<file path="src/design/lockin_cmd_regs.vh">
// Purpose: shared codes, limits, reset values and timing counts for the command decoder
// Assumes: commands arrive already parsed into an opcode and up to two integer operands
// Notes: opcode values are local encodings of the parsed command letters
`ifndef LOCKIN_CMD_REGS_VH
`define LOCKIN_CMD_REGS_VH

// ==========================================
// command opcodes
`define OP_DISPLAY 5'h00
`define OP_METER 5'h01
`define OP_MAGNIFY 5'h02
`define OP_ZERO_SHIFT 5'h03
`define OP_RESERVE 5'h04
`define OP_BAND 5'h05
`define OP_REFERENCE 5'h06
`define OP_PHASE 5'h07
`define OP_FILTER 5'h08
`define OP_GAIN_RANGE 5'h09
`define OP_RANGE_LIMIT 5'h0A
`define OP_AUTORANGE 5'h0B
`define OP_AUTOSETUP 5'h0C
`define OP_AUTOZERO 5'h0D
`define OP_AUTONORM 5'h0E
`define OP_AUTOPHASE 5'h0F
`define OP_READ_CH1 5'h10
`define OP_READ_CH2 5'h11
`define OP_READ_AUX 5'h12
`define OP_SCALING 5'h13

// ==========================================
// operand limits
`define MAX_DISPLAY 16'h0005
`define MAX_METER 16'h0003
`define MAX_BIT 16'h0001
`define MAX_OFFSET 16'h03E8
`define MAX_CODE2 16'h0002
`define MIN_FREQ 16'h0064
`define MAX_FREQ 16'h03E8
`define MAX_REF_MODE 16'h0007
`define MAX_QUADRANT 16'h0003
`define MIN_PHASE_FINE 16'h0064
`define MAX_PHASE_FINE 16'h0F3C
`define MAX_TC 16'h000A
`define MAX_SENS 16'h0014
`define MAX_SCALE 16'h0FFF
`define FULL_SCALE 16'h07D0
`define OVER_RANGE 16'h0960

// ==========================================
// reset values
`define RST_SCALE 12'h0666
`define RST_FREQ 10'h064
`define RST_PHASE_FINE 12'h0C8
`define RST_SENS 5'h00
`define RST_TC 4'h4

// ==========================================
// reading pacing: 40 ms at 250 MHz
`define READ_MS 40
`define CLK_KHZ 250000
`define READ_CYCLES (`READ_MS * `CLK_KHZ)

`endif

</file>
<file path="src/design/read_pacer.v">
// Purpose: paces channel readings so one completes no faster than the reading interval
// Assumes: start is a single cycle pulse while idle
// Notes: interval is a parameter so simulation may shorten it
`default_nettype none

module read_pacer #(
    parameter [31:0] interval = 32'd10_000_000
)(
    // clock and reset
    input wire clk,
    input wire rst_n,
    // request
    input wire start,
    output reg busy,
    output reg done
);

reg [31:0] count;

// ==========================================
// interval counter
always @(posedge clk or negedge rst_n)
begin
    if (!rst_n)
    begin
        count <= 32'h0000_0000;
        busy <= 1'b0;
        done <= 1'b0;
    end
    else
    begin
        done <= 1'b0;
        if (start && !busy)
        begin
            busy <= 1'b1;
            count <= interval - 32'h0000_0001;
        end
        else if (busy)
        begin
            if (count == 32'h0000_0000)
            begin
                busy <= 1'b0;
                done <= 1'b1;
            end
            else
                count <= count - 32'h0000_0001;
        end
    end
end

endmodule // read_pacer
`default_nettype wire

</file>
<file path="src/design/lockin_remote_command_decoder.v">
// Purpose: applies parsed remote commands to instrument settings and answers queries
// Assumes: operands are integers already converted from text; measurement values come from outside
// Notes: one command at a time; cmd_ready low while a reading is being paced
//
// Operation
// - operand present sets the function; no operand returns the setting; integers only
// - display select 0..5 picks readout; 5 auxiliary, 4 internal frequency
// - meter select works only on the two-channel variant
// - magnify on for 1, off for 0
// - offset magnitude 0..1000 in tenths of a percent
// - offset mode: 0 off, 1 positive, 2 negative
// - reserve: 0 high reserve, 1 normal, 2 high stability
// - band: 0 broadband, 1 audio, 2 low
// - internal oscillator frequency 100..1000, 0.1% steps of band top
// - reference mode 0..5 internal decades, 6 external fundamental, 7 second harmonic
// - phase quadrant 0..3, fine 100..3900, shift 90q plus 0.025(fine-200)
// - time constant code 0..10, 100 s downward
// - rolloff 12 dB/octave for 0, 6 dB/octave for 1
// - sensitivity code 0..20, 5 V down to 1 uV
// - autorange limit uses the same 0..20 scale
// - autorange and autosetup on for 1, off for 0
// - autozero starts offset routine; offset 0,0 stops it
// - auto normalization on for 1, off for 0
// - autophase: two-channel ranges then phases; single-channel advances one of three steps
// - readings scaled so +-2000 is full scale, valid to 20% beyond; over_range is set above 2000 (FULL_SCALE), not 2400
// - one first-channel reading per 40 ms; alternating reads every 80 ms
// - scaling 0..4095, default 1638, gain is value over 1638
`default_nettype none
`include "lockin_cmd_regs.vh"

module lockin_remote_command_decoder #(
    parameter [31:0] read_cycles = `READ_CYCLES
)(
    // clock and reset
    input wire clk,
    input wire rst_n,
    // variant strap
    input wire two_channel,
    // parsed command
    input wire cmd_valid,
    input wire [4:0] cmd_op,
    input wire [1:0] cmd_argc,
    input wire [15:0] cmd_arg1,
    input wire [15:0] cmd_arg2,
    output reg cmd_ready,
    // answer
    output reg resp_valid,
    output reg resp_error,
    output reg [15:0] resp_data1,
    output reg [15:0] resp_data2,
    // measurements, signed, scaled +-2000 full scale
    input wire [15:0] meas_ch1,
    input wire [15:0] meas_ch2,
    input wire [15:0] meas_aux,
    // settings
    output reg [2:0] display_sel,
    output reg [1:0] meter_sel,
    output reg magnify_on,
    output reg [9:0] offset_level,
    output reg [1:0] offset_mode,
    output reg [1:0] reserve_sel,
    output reg [1:0] band_sel,
    output reg [9:0] osc_freq,
    output reg [2:0] ref_mode,
    output reg [1:0] phase_quadrant,
    output reg [11:0] phase_fine,
    output reg [3:0] time_const,
    output reg rolloff_6db,
    output reg [4:0] sensitivity,
    output reg [4:0] range_limit,
    output reg autorange_on,
    output reg autosetup_on,
    output reg autozero_on,
    output reg auto_normalization,
    output reg [11:0] gain_scale,
    // routine strobes, autophase step and over-range flag
    output reg autozero_start,
    output reg autophase_range_start,
    output reg autophase_start,
    output reg [1:0] autophase_step,
    output reg over_range
);

localparam [2:0] st_idle = 3'b001;
localparam [2:0] st_wait = 3'b010;
localparam [2:0] st_send = 3'b100;

reg [2:0] state;
reg [2:0] next_state;
reg [1:0] read_src;
reg pace_start;
wire pace_busy;
wire pace_done;
wire set_req;
wire take;
reg ok;
reg [15:0] q1;
reg [15:0] q2;
reg [15:0] sample;
wire [15:0] mag;

assign set_req = (cmd_argc != 2'd0);
assign take = cmd_valid && cmd_ready;

// ==========================================
// operand range check
always @*
begin
    ok = 1'b1;
    case (cmd_op)
        `OP_DISPLAY: ok = cmd_arg1 <= `MAX_DISPLAY;
        `OP_METER: ok = two_channel && cmd_arg1 <= `MAX_METER;
        `OP_MAGNIFY, `OP_AUTORANGE, `OP_AUTOSETUP, `OP_AUTONORM: ok = cmd_arg1 <= `MAX_BIT;
        `OP_ZERO_SHIFT: ok = cmd_argc == 2'd2 && cmd_arg1 <= `MAX_OFFSET && cmd_arg2 <= `MAX_CODE2;
        `OP_RESERVE, `OP_BAND: ok = cmd_arg1 <= `MAX_CODE2;
        `OP_REFERENCE: ok = cmd_argc == 2'd2 && cmd_arg1 >= `MIN_FREQ && cmd_arg1 <= `MAX_FREQ
            && cmd_arg2 <= `MAX_REF_MODE;
        `OP_PHASE: ok = cmd_argc == 2'd2 && cmd_arg1 <= `MAX_QUADRANT && cmd_arg2 >= `MIN_PHASE_FINE
            && cmd_arg2 <= `MAX_PHASE_FINE;
        `OP_FILTER: ok = cmd_argc == 2'd2 && cmd_arg1 <= `MAX_TC && cmd_arg2 <= `MAX_BIT;
        `OP_GAIN_RANGE, `OP_RANGE_LIMIT: ok = cmd_arg1 <= `MAX_SENS;
        `OP_SCALING: ok = cmd_arg1 <= `MAX_SCALE;
        `OP_AUTOZERO, `OP_AUTOPHASE, `OP_READ_CH1, `OP_READ_AUX: ok = 1'b1;
        `OP_READ_CH2: ok = two_channel;
        default: ok = 1'b0;
    endcase
end

// ==========================================
// read-back of current settings
always @*
begin
    q1 = 16'h0000;
    q2 = 16'h0000;
    case (cmd_op)
        `OP_DISPLAY: q1 = {13'h0000, display_sel};
        `OP_METER: q1 = {14'h0000, meter_sel};
        `OP_MAGNIFY: q1 = {15'h0000, magnify_on};
        `OP_ZERO_SHIFT:
        begin
            q1 = {6'h00, offset_level};
            q2 = {14'h0000, offset_mode};
        end
        `OP_RESERVE: q1 = {14'h0000, reserve_sel};
        `OP_BAND: q1 = {14'h0000, band_sel};
        `OP_REFERENCE:
        begin
            q1 = {6'h00, osc_freq};
            q2 = {13'h0000, ref_mode};
        end
        `OP_PHASE:
        begin
            q1 = {14'h0000, phase_quadrant};
            q2 = {4'h0, phase_fine};
        end
        `OP_FILTER:
        begin
            q1 = {12'h000, time_const};
            q2 = {15'h0000, rolloff_6db};
        end
        `OP_GAIN_RANGE: q1 = {11'h000, sensitivity};
        `OP_RANGE_LIMIT: q1 = {11'h000, range_limit};
        `OP_AUTORANGE: q1 = {15'h0000, autorange_on};
        `OP_AUTOSETUP: q1 = {15'h0000, autosetup_on};
        `OP_AUTONORM: q1 = {15'h0000, auto_normalization};
        `OP_SCALING: q1 = {4'h0, gain_scale};
        default: q1 = 16'h0000;
    endcase
end

// ==========================================
// reading source and over-range flag
always @*
begin
    case (read_src)
        2'd1: sample = meas_ch2;
        2'd2: sample = meas_aux;
        default: sample = meas_ch1;
    endcase
end

assign mag = sample[15] ? (16'h0000 - sample) : sample;

// ==========================================
// sequencer
always @*
begin
    next_state = state;
    pace_start = 1'b0;
    case (state)
        st_idle:
        begin
            if (take && (cmd_op == `OP_READ_CH1 || (cmd_op == `OP_READ_CH2 && two_channel)))
            begin
                next_state = st_wait;
                pace_start = 1'b1;
            end
        end
        st_wait:
        begin
            if (pace_done)
                next_state = st_send;
        end
        st_send: next_state = st_idle;
        default: next_state = st_idle;
    endcase
end

read_pacer #(
    .interval(read_cycles)
) u_pacer (
    .clk(clk),
    .rst_n(rst_n),
    .start(pace_start),
    .busy(pace_busy),
    .done(pace_done)
);

// ==========================================
// settings and answers
always @(posedge clk or negedge rst_n)
begin
    if (!rst_n)
    begin
        state <= st_idle;
        cmd_ready <= 1'b0;
        read_src <= 2'd0;
        resp_valid <= 1'b0;
        resp_error <= 1'b0;
        resp_data1 <= 16'h0000;
        resp_data2 <= 16'h0000;
        display_sel <= 3'd0;
        meter_sel <= 2'd0;
        magnify_on <= 1'b0;
        offset_level <= 10'd0;
        offset_mode <= 2'd0;
        reserve_sel <= 2'd1;
        band_sel <= 2'd0;
        osc_freq <= `RST_FREQ;
        ref_mode <= 3'd6;
        phase_quadrant <= 2'd0;
        phase_fine <= `RST_PHASE_FINE;
        time_const <= `RST_TC;
        rolloff_6db <= 1'b0;
        sensitivity <= `RST_SENS;
        range_limit <= `RST_SENS;
        autorange_on <= 1'b0;
        autosetup_on <= 1'b0;
        autozero_on <= 1'b0;
        auto_normalization <= 1'b0;
        gain_scale <= `RST_SCALE;
        autozero_start <= 1'b0;
        autophase_range_start <= 1'b0;
        autophase_start <= 1'b0;
        autophase_step <= 2'd0;
        over_range <= 1'b0;
    end
    else
    begin
        state <= next_state;
        cmd_ready <= (next_state == st_idle) && !pace_busy;
        resp_valid <= 1'b0;
        autozero_start <= 1'b0;
        autophase_range_start <= 1'b0;
        autophase_start <= 1'b0;
        if (state == st_send)
        begin
            resp_valid <= 1'b1;
            resp_error <= 1'b0;
            resp_data1 <= sample;
            resp_data2 <= 16'h0000;
            over_range <= mag > `FULL_SCALE;
        end
        if (take)
        begin
            cmd_ready <= 1'b0;
            resp_data2 <= 16'h0000;
            if (cmd_op == `OP_READ_CH1 || cmd_op == `OP_READ_CH2 || cmd_op == `OP_READ_AUX)
            begin
                read_src <= cmd_op[1:0];
                if (!ok)
                begin
                    resp_valid <= 1'b1;
                    resp_error <= 1'b1;
                end
                else if (cmd_op == `OP_READ_AUX)
                begin
                    resp_valid <= 1'b1;
                    resp_error <= 1'b0;
                    resp_data1 <= meas_aux;
                    over_range <= (meas_aux[15] ? (16'h0000 - meas_aux) : meas_aux) > `FULL_SCALE;
                end
            end
            else if (!set_req && cmd_op != `OP_AUTOZERO && cmd_op != `OP_AUTOPHASE)
            begin
                resp_valid <= 1'b1;
                resp_error <= (cmd_op == `OP_METER) ? !two_channel : (cmd_op > `OP_SCALING);
                resp_data1 <= q1;
                resp_data2 <= q2;
            end
            else
            begin
                resp_valid <= 1'b1;
                resp_error <= !ok;
                resp_data1 <= 16'h0000;
                if (ok)
                begin
                    case (cmd_op)
                        `OP_DISPLAY: display_sel <= cmd_arg1[2:0];
                        `OP_METER: meter_sel <= cmd_arg1[1:0];
                        `OP_MAGNIFY: magnify_on <= cmd_arg1[0];
                        `OP_ZERO_SHIFT:
                        begin
                            offset_level <= cmd_arg1[9:0];
                            offset_mode <= cmd_arg2[1:0];
                            if (cmd_arg1 == 16'h0000 && cmd_arg2 == 16'h0000)
                                autozero_on <= 1'b0;
                        end
                        `OP_RESERVE: reserve_sel <= cmd_arg1[1:0];
                        `OP_BAND: band_sel <= cmd_arg1[1:0];
                        `OP_REFERENCE:
                        begin
                            osc_freq <= cmd_arg1[9:0];
                            ref_mode <= cmd_arg2[2:0];
                        end
                        `OP_PHASE:
                        begin
                            phase_quadrant <= cmd_arg1[1:0];
                            phase_fine <= cmd_arg2[11:0];
                        end
                        `OP_FILTER:
                        begin
                            time_const <= cmd_arg1[3:0];
                            rolloff_6db <= cmd_arg2[0];
                        end
                        `OP_GAIN_RANGE: sensitivity <= cmd_arg1[4:0];
                        `OP_RANGE_LIMIT: range_limit <= cmd_arg1[4:0];
                        `OP_AUTORANGE: autorange_on <= cmd_arg1[0];
                        `OP_AUTOSETUP: autosetup_on <= cmd_arg1[0];
                        `OP_AUTOZERO:
                        begin
                            autozero_on <= 1'b1;
                            autozero_start <= 1'b1;
                        end
                        `OP_AUTONORM: auto_normalization <= cmd_arg1[0];
                        `OP_AUTOPHASE:
                        begin
                            if (two_channel)
                            begin
                                autophase_range_start <= 1'b1;
                                autophase_start <= 1'b1;
                            end
                            else
                            begin
                                autophase_start <= 1'b1;
                                autophase_step <= (autophase_step == 2'd2) ? 2'd0 : autophase_step + 2'd1;
                            end
                        end
                        `OP_SCALING: gain_scale <= cmd_arg1[11:0];
                        default: resp_error <= 1'b1;
                    endcase
                end
            end
        end
    end
end

endmodule // lockin_remote_command_decoder
`default_nettype wire

</file>
<file path="config.mk">
export PLATFORM = sky130hd
export DESIGN_NAME = lockin_remote_command_decoder
export DESIGN_NICKNAME = d
export VERILOG_FILES = /design/src/design/read_pacer.v /design/src/design/lockin_remote_command_decoder.v
export VERILOG_INCLUDE_DIRS = /design/src /design/src/design
export SDC_FILE = /design/constraint.sdc
export NUM_CORES = 1
export LEC_CHECK = 0
export ABC_AREA = 1
export BUFFER_PORTS_ARGS = -buffer_cell sky130_fd_sc_hd__buf_2
export CORE_UTILIZATION = 31
export CTS_CLUSTER_SIZE = 20
export DETAILED_ROUTE_END_ITERATION = 12
export PLACE_DENSITY = 0.51
export SLEW_MARGIN = 20
export SYNTH_ARGS = -nofsm -noshare
export SYNTH_HDL_FRONTEND = slang
export SYNTH_HIERARCHICAL = 1
export SYNTH_SLANG_ARGS = --single-unit
</file>
<file path="constraint.sdc">
create_clock -name clk -period 3 [get_ports clk]
set_input_delay 0.15 -clock clk [delete_from_list [all_inputs] [get_ports clk]]
set_output_delay 0.15 -clock clk [all_outputs]
set_load 0.05 [all_outputs]
</file>
==> results.json <==
{
  "synthesis.area_sq_um": 9690,
  "critical-path-max-stage-delay_ps": 360,
  "synth.avg_cell_area_sq_um": 6.99,
  "synth-seq-cells": 156,
  "wl_per_cell_um": 18.1,
  "row_count": 64,
  "end_kind": "flip-flop",
  "io_buffers": 207,
  "final-setup-viol-count": 0,
  "die_area_sq_um": 32000,
  "r2r_slack_ps": 260,
  "clock_latency_ps": 450,
  "drt_first_pass_iters": 5,
  "synth_largest_area_cell": "dfrtp_1",
  "switching_share": 0.292,
  "cts_tree": "yes",
  "hold_viol": 0,
  "grt_use_total": 0.228,
  "clkPwrFrac": 0.461,
  "drtAntennaViolNets": 0,
  "remaining_drc_errors": 0,
  "hold_class": "in2reg",
  "gp_congestion": 0.913,
  "antenna_found_initial": 2,
  "startpoint_type": "flip-flop",
  "path_cells": "inv_1 -> ha_4 -> clkinvlp_4 -> or2_2 -> nand2_1 -> nand2_1 -> nor2_2 -> nand3_1 -> nand2_1 -> nand2_1 -> nand2_1 -> nand3_1 -> nor2_1 -> nand2_1 -> nand2_1 -> a21oi_1",
  "syn_inst": 1386,
  "dieWidth_um": 179,
  "final_nets": 1690,
  "vias": 10379,
  "synthArstFlopShare": 1.00,
  "drive_above_1_share": 0.211,
  "core_area_sq_um": 30700,
  "fin_cells": 2006,
  "yosys-top-cells-area": "dfrtp_1 (36%), nand2_1 (20%), nand4_1 (7.0%), nor2_1 (5.2%), nand3_1 (4.8%)",
  "outcome": "complete, no violations",
  "cts.clk_slew.worst_paths_ps": 70,
  "yosysUniqueCellTypes": 52,
  "fin_setup_tns_ps": 0,
  "critPathSlowestCell": "dfrtp_1",
  "peakVddDrop_v": 0.000320,
  "via_per_inst": 5.17,
  "clock_skew_ps": 21.2,
  "synth_warnings": 6,
  "comb_power_share": 0.105,
  "arrival_ps": 3040,
  "tightest_slew_ps": 870,
  "post-synth-top-count-cell": "nand2_1",
  "clock_path_buffers": 2,
  "cpMostUsedCell": "nand2_1",
  "synth_top_area_share": 0.359,
  "period_needed_ps": 2740,
  "grt_max_degree": 61,
  "internal_power_w": 0.00346,
  "h-tree-depth": 4,
  "hold_slack_ps": 20.0,
  "grt_pass1_vias": 9658,
  "clock_sinks": 156,
  "cts-root-buf": "clkbuf_16",
  "drt-total-wl_mm": 36.3,
  "synth_edf_count": 0,
  "required_ps": 3310,
  "path_delay_family": "simple AND/OR/NAND/NOR gates",
  "grt_pass1_wl_mm": 55.4,
  "pin_count": 212,
  "min_period_over_period": 0.912,
  "path_class": "reg2reg",
  "nFillCells": 3314,
  "die_h_um": 179,
  "seqPwrFrac": 0.434,
  "drt_iter0_drc": 853,
  "fmax_mhz": 366,
  "p_switching_w": 0.00143,
  "cts_buffers": 17,
  "maxCapViolCount": 0,
  "dp.cells": 1953,
  "syn_to_final_growth_pct": 23.6,
  "crit_path_max_fanout": 8,
  "dp_hpwl_mm": 27.0,
  "synthTopCellsByCount": "nand2_1 (504), dfrtp_1 (139), nor2_1 (133)",
  "start_util": 0.316,
  "path_buf_inv": 2,
  "yosysSeqAreaShare": 0.405,
  "slew_violations": 0,
  "synth-main-ff-cell": "dfrtp_1",
  "gr-total-overflow": 0,
  "p_per_area_nw_per_um2": 409,
  "slew_headroom": 0.418,
  "p_leak_nw": 6.19
}
-- routing by layer --
metal / GRT usage / part of all wire / up-vias
met5: 0 / 0.00052 / -
met4: 0.0572 / 0.013 / 2
met3: 0.0411 / 0.058 / 31
met2: 0.351 / 0.46 / 375
met1: 0.327 / 0.47 / 4932
li1: - / - / 5039
-- cells in the final DEF, fill, tap and decap left out, types with 4 or more instances in the layout --
cell / netlist / routed
o21ai_0: 58 / 58
a221oi_1: 5 / 5
inv_8: 0 / 5
buf_2: 16 / 206
or2_2: 18 / 18
nor4_1: 4 / 4
a22o_1: 10 / 10
nand2_2: 4 / 5
dfrtp_1: 139 / 139
nor3_1: 23 / 23
nand4_1: 109 / 109
o221ai_1: 4 / 4
nor2_2: 5 / 5
nand2_1: 504 / 503
conb_1: 1 / 4
dlygate4sd3_1: 0 / 13
a21oi_1: 20 / 20
nand3_1: 93 / 93
nor2_4: 3 / 4
inv_6: 0 / 4
dfstp_2: 17 / 17
a32o_1: 10 / 10
xor2_1: 6 / 6
inv_1: 92 / 91
o211ai_1: 14 / 14
clkbuf_16: 0 / 17
buf_4: 5 / 32
clkinvlp_4: 0 / 4
buf_12: 0 / 5
nor2_1: 133 / 132
inv_2: 6 / 6
-- kinds of logic after synthesis --
| group | Yosys count | share of synthesized area |
|---|---|---|
| and+or+nand+nor | 905 | 0.410 |
| DFF | 156 | 0.405 |
| xor gates and xnor gates | 9 | 0.00814 |
| adders and majority gates | 3 | 0.00387 |
| AOI/OAI and AO/OA | 142 | 0.0948 |
| buffers and inverters | 170 | 0.0776 |
| other | 1 | 0.000387 |
-- power groups by stage --
stage,Clock (W),Sequential (W),Combinational (W)
6_report,0.00226,0.00212,0.000513
5_1_grt,0.00239,0.00212,0.000565
4_1_cts,0.00229,0.00212,0.000505
3_5_place_dp,0,0.00216,0.000490
3_3_place_gp,0,0.00216,0.000489
2_1_floorplan,0,0.00220,0.000229
-- state kept, by name (all words and copies together), names as in the netlist, 2 cells and up --
name,cells
u_pacer/count,32
resp_data1,16
gain_scale,12
phase_fine,12
resp_data2,12
offset_level,10
osc_freq,10
range_limit,5
sensitivity,5
time_const,4
display_sel,3
ref_mode,3
state,3
autophase_step,2
band_sel,2
meter_sel,2
offset_mode,2
phase_quadrant,2
read_src,2
reserve_sel,2
-- per-stage QoR --
step	utilization	area [sq um]	power (W)	setup slack [ps]
after global routing	0.390	12000	0.00508	-8.19
final	0.390	12000	0.00489	264
after global placement	0.364	11200	0.00265	141
after CTS	0.388	11900	0.00492	113
after detailed placement	0.364	11200	0.00265	143
after floorplan	-	9700	0.00243	402
-- tightest hold or removal path, cell delays in order --
cell	delay, ps
buf_2	150
nand4_1	100
nand2_1	50
-- what timing repair did --
item | CTS | global route
endpoints found under the setup margin | 0 | 1
hold buffers | 13 | 0
resized for setup | 0 | 6
endpoints found under the hold margin | 64 | 0
setup buffers | 0 | 5
-- path summary, 6_finish.rpt --
check                           cells after the start                    endpoint                     from
worst max-delay path                               16        over_range$_DFF_PN0_  read_src[0]$_DFFE_PN0P_
worst min-delay path                                3     osc_freq[6]$_DFFE_PN1P_              cmd_arg1[6]
worst max register to register                     16        over_range$_DFF_PN0_  read_src[0]$_DFFE_PN0P_
worst min register to register                      1          state[2]$_DFF_PN0_       state[2]$_DFF_PN0_
max in group asynchronous                           3  reserve_sel[0]$_DFFE_PN1P_                    rst_n
min in group asynchronous                           2    resp_data1[12]$_DFF_PN0_                    rst_n
-- layout make-up --
| class | instances | area, sq um | area share |
|---|---|---|---|
| multi-input cells | 1063 | 5040 | 0.421 |
| repair buffers | 257 | 1510 | 0.126 |
| clock inverters | 15 | 175 | 0.0146 |
| flip-flops and latches | 156 | 3930 | 0.328 |
| well taps | 396 | 495 | 0.0414 |
| inverters | 99 | 375 | 0.0314 |
| repair inverters | 2 | 15.0 | 0.00125 |
| diodes | 1 | 2.50 | 0.000209 |
| clock buffers | 17 | 425 | 0.0355 |
(Power assumes the default switching activity.)
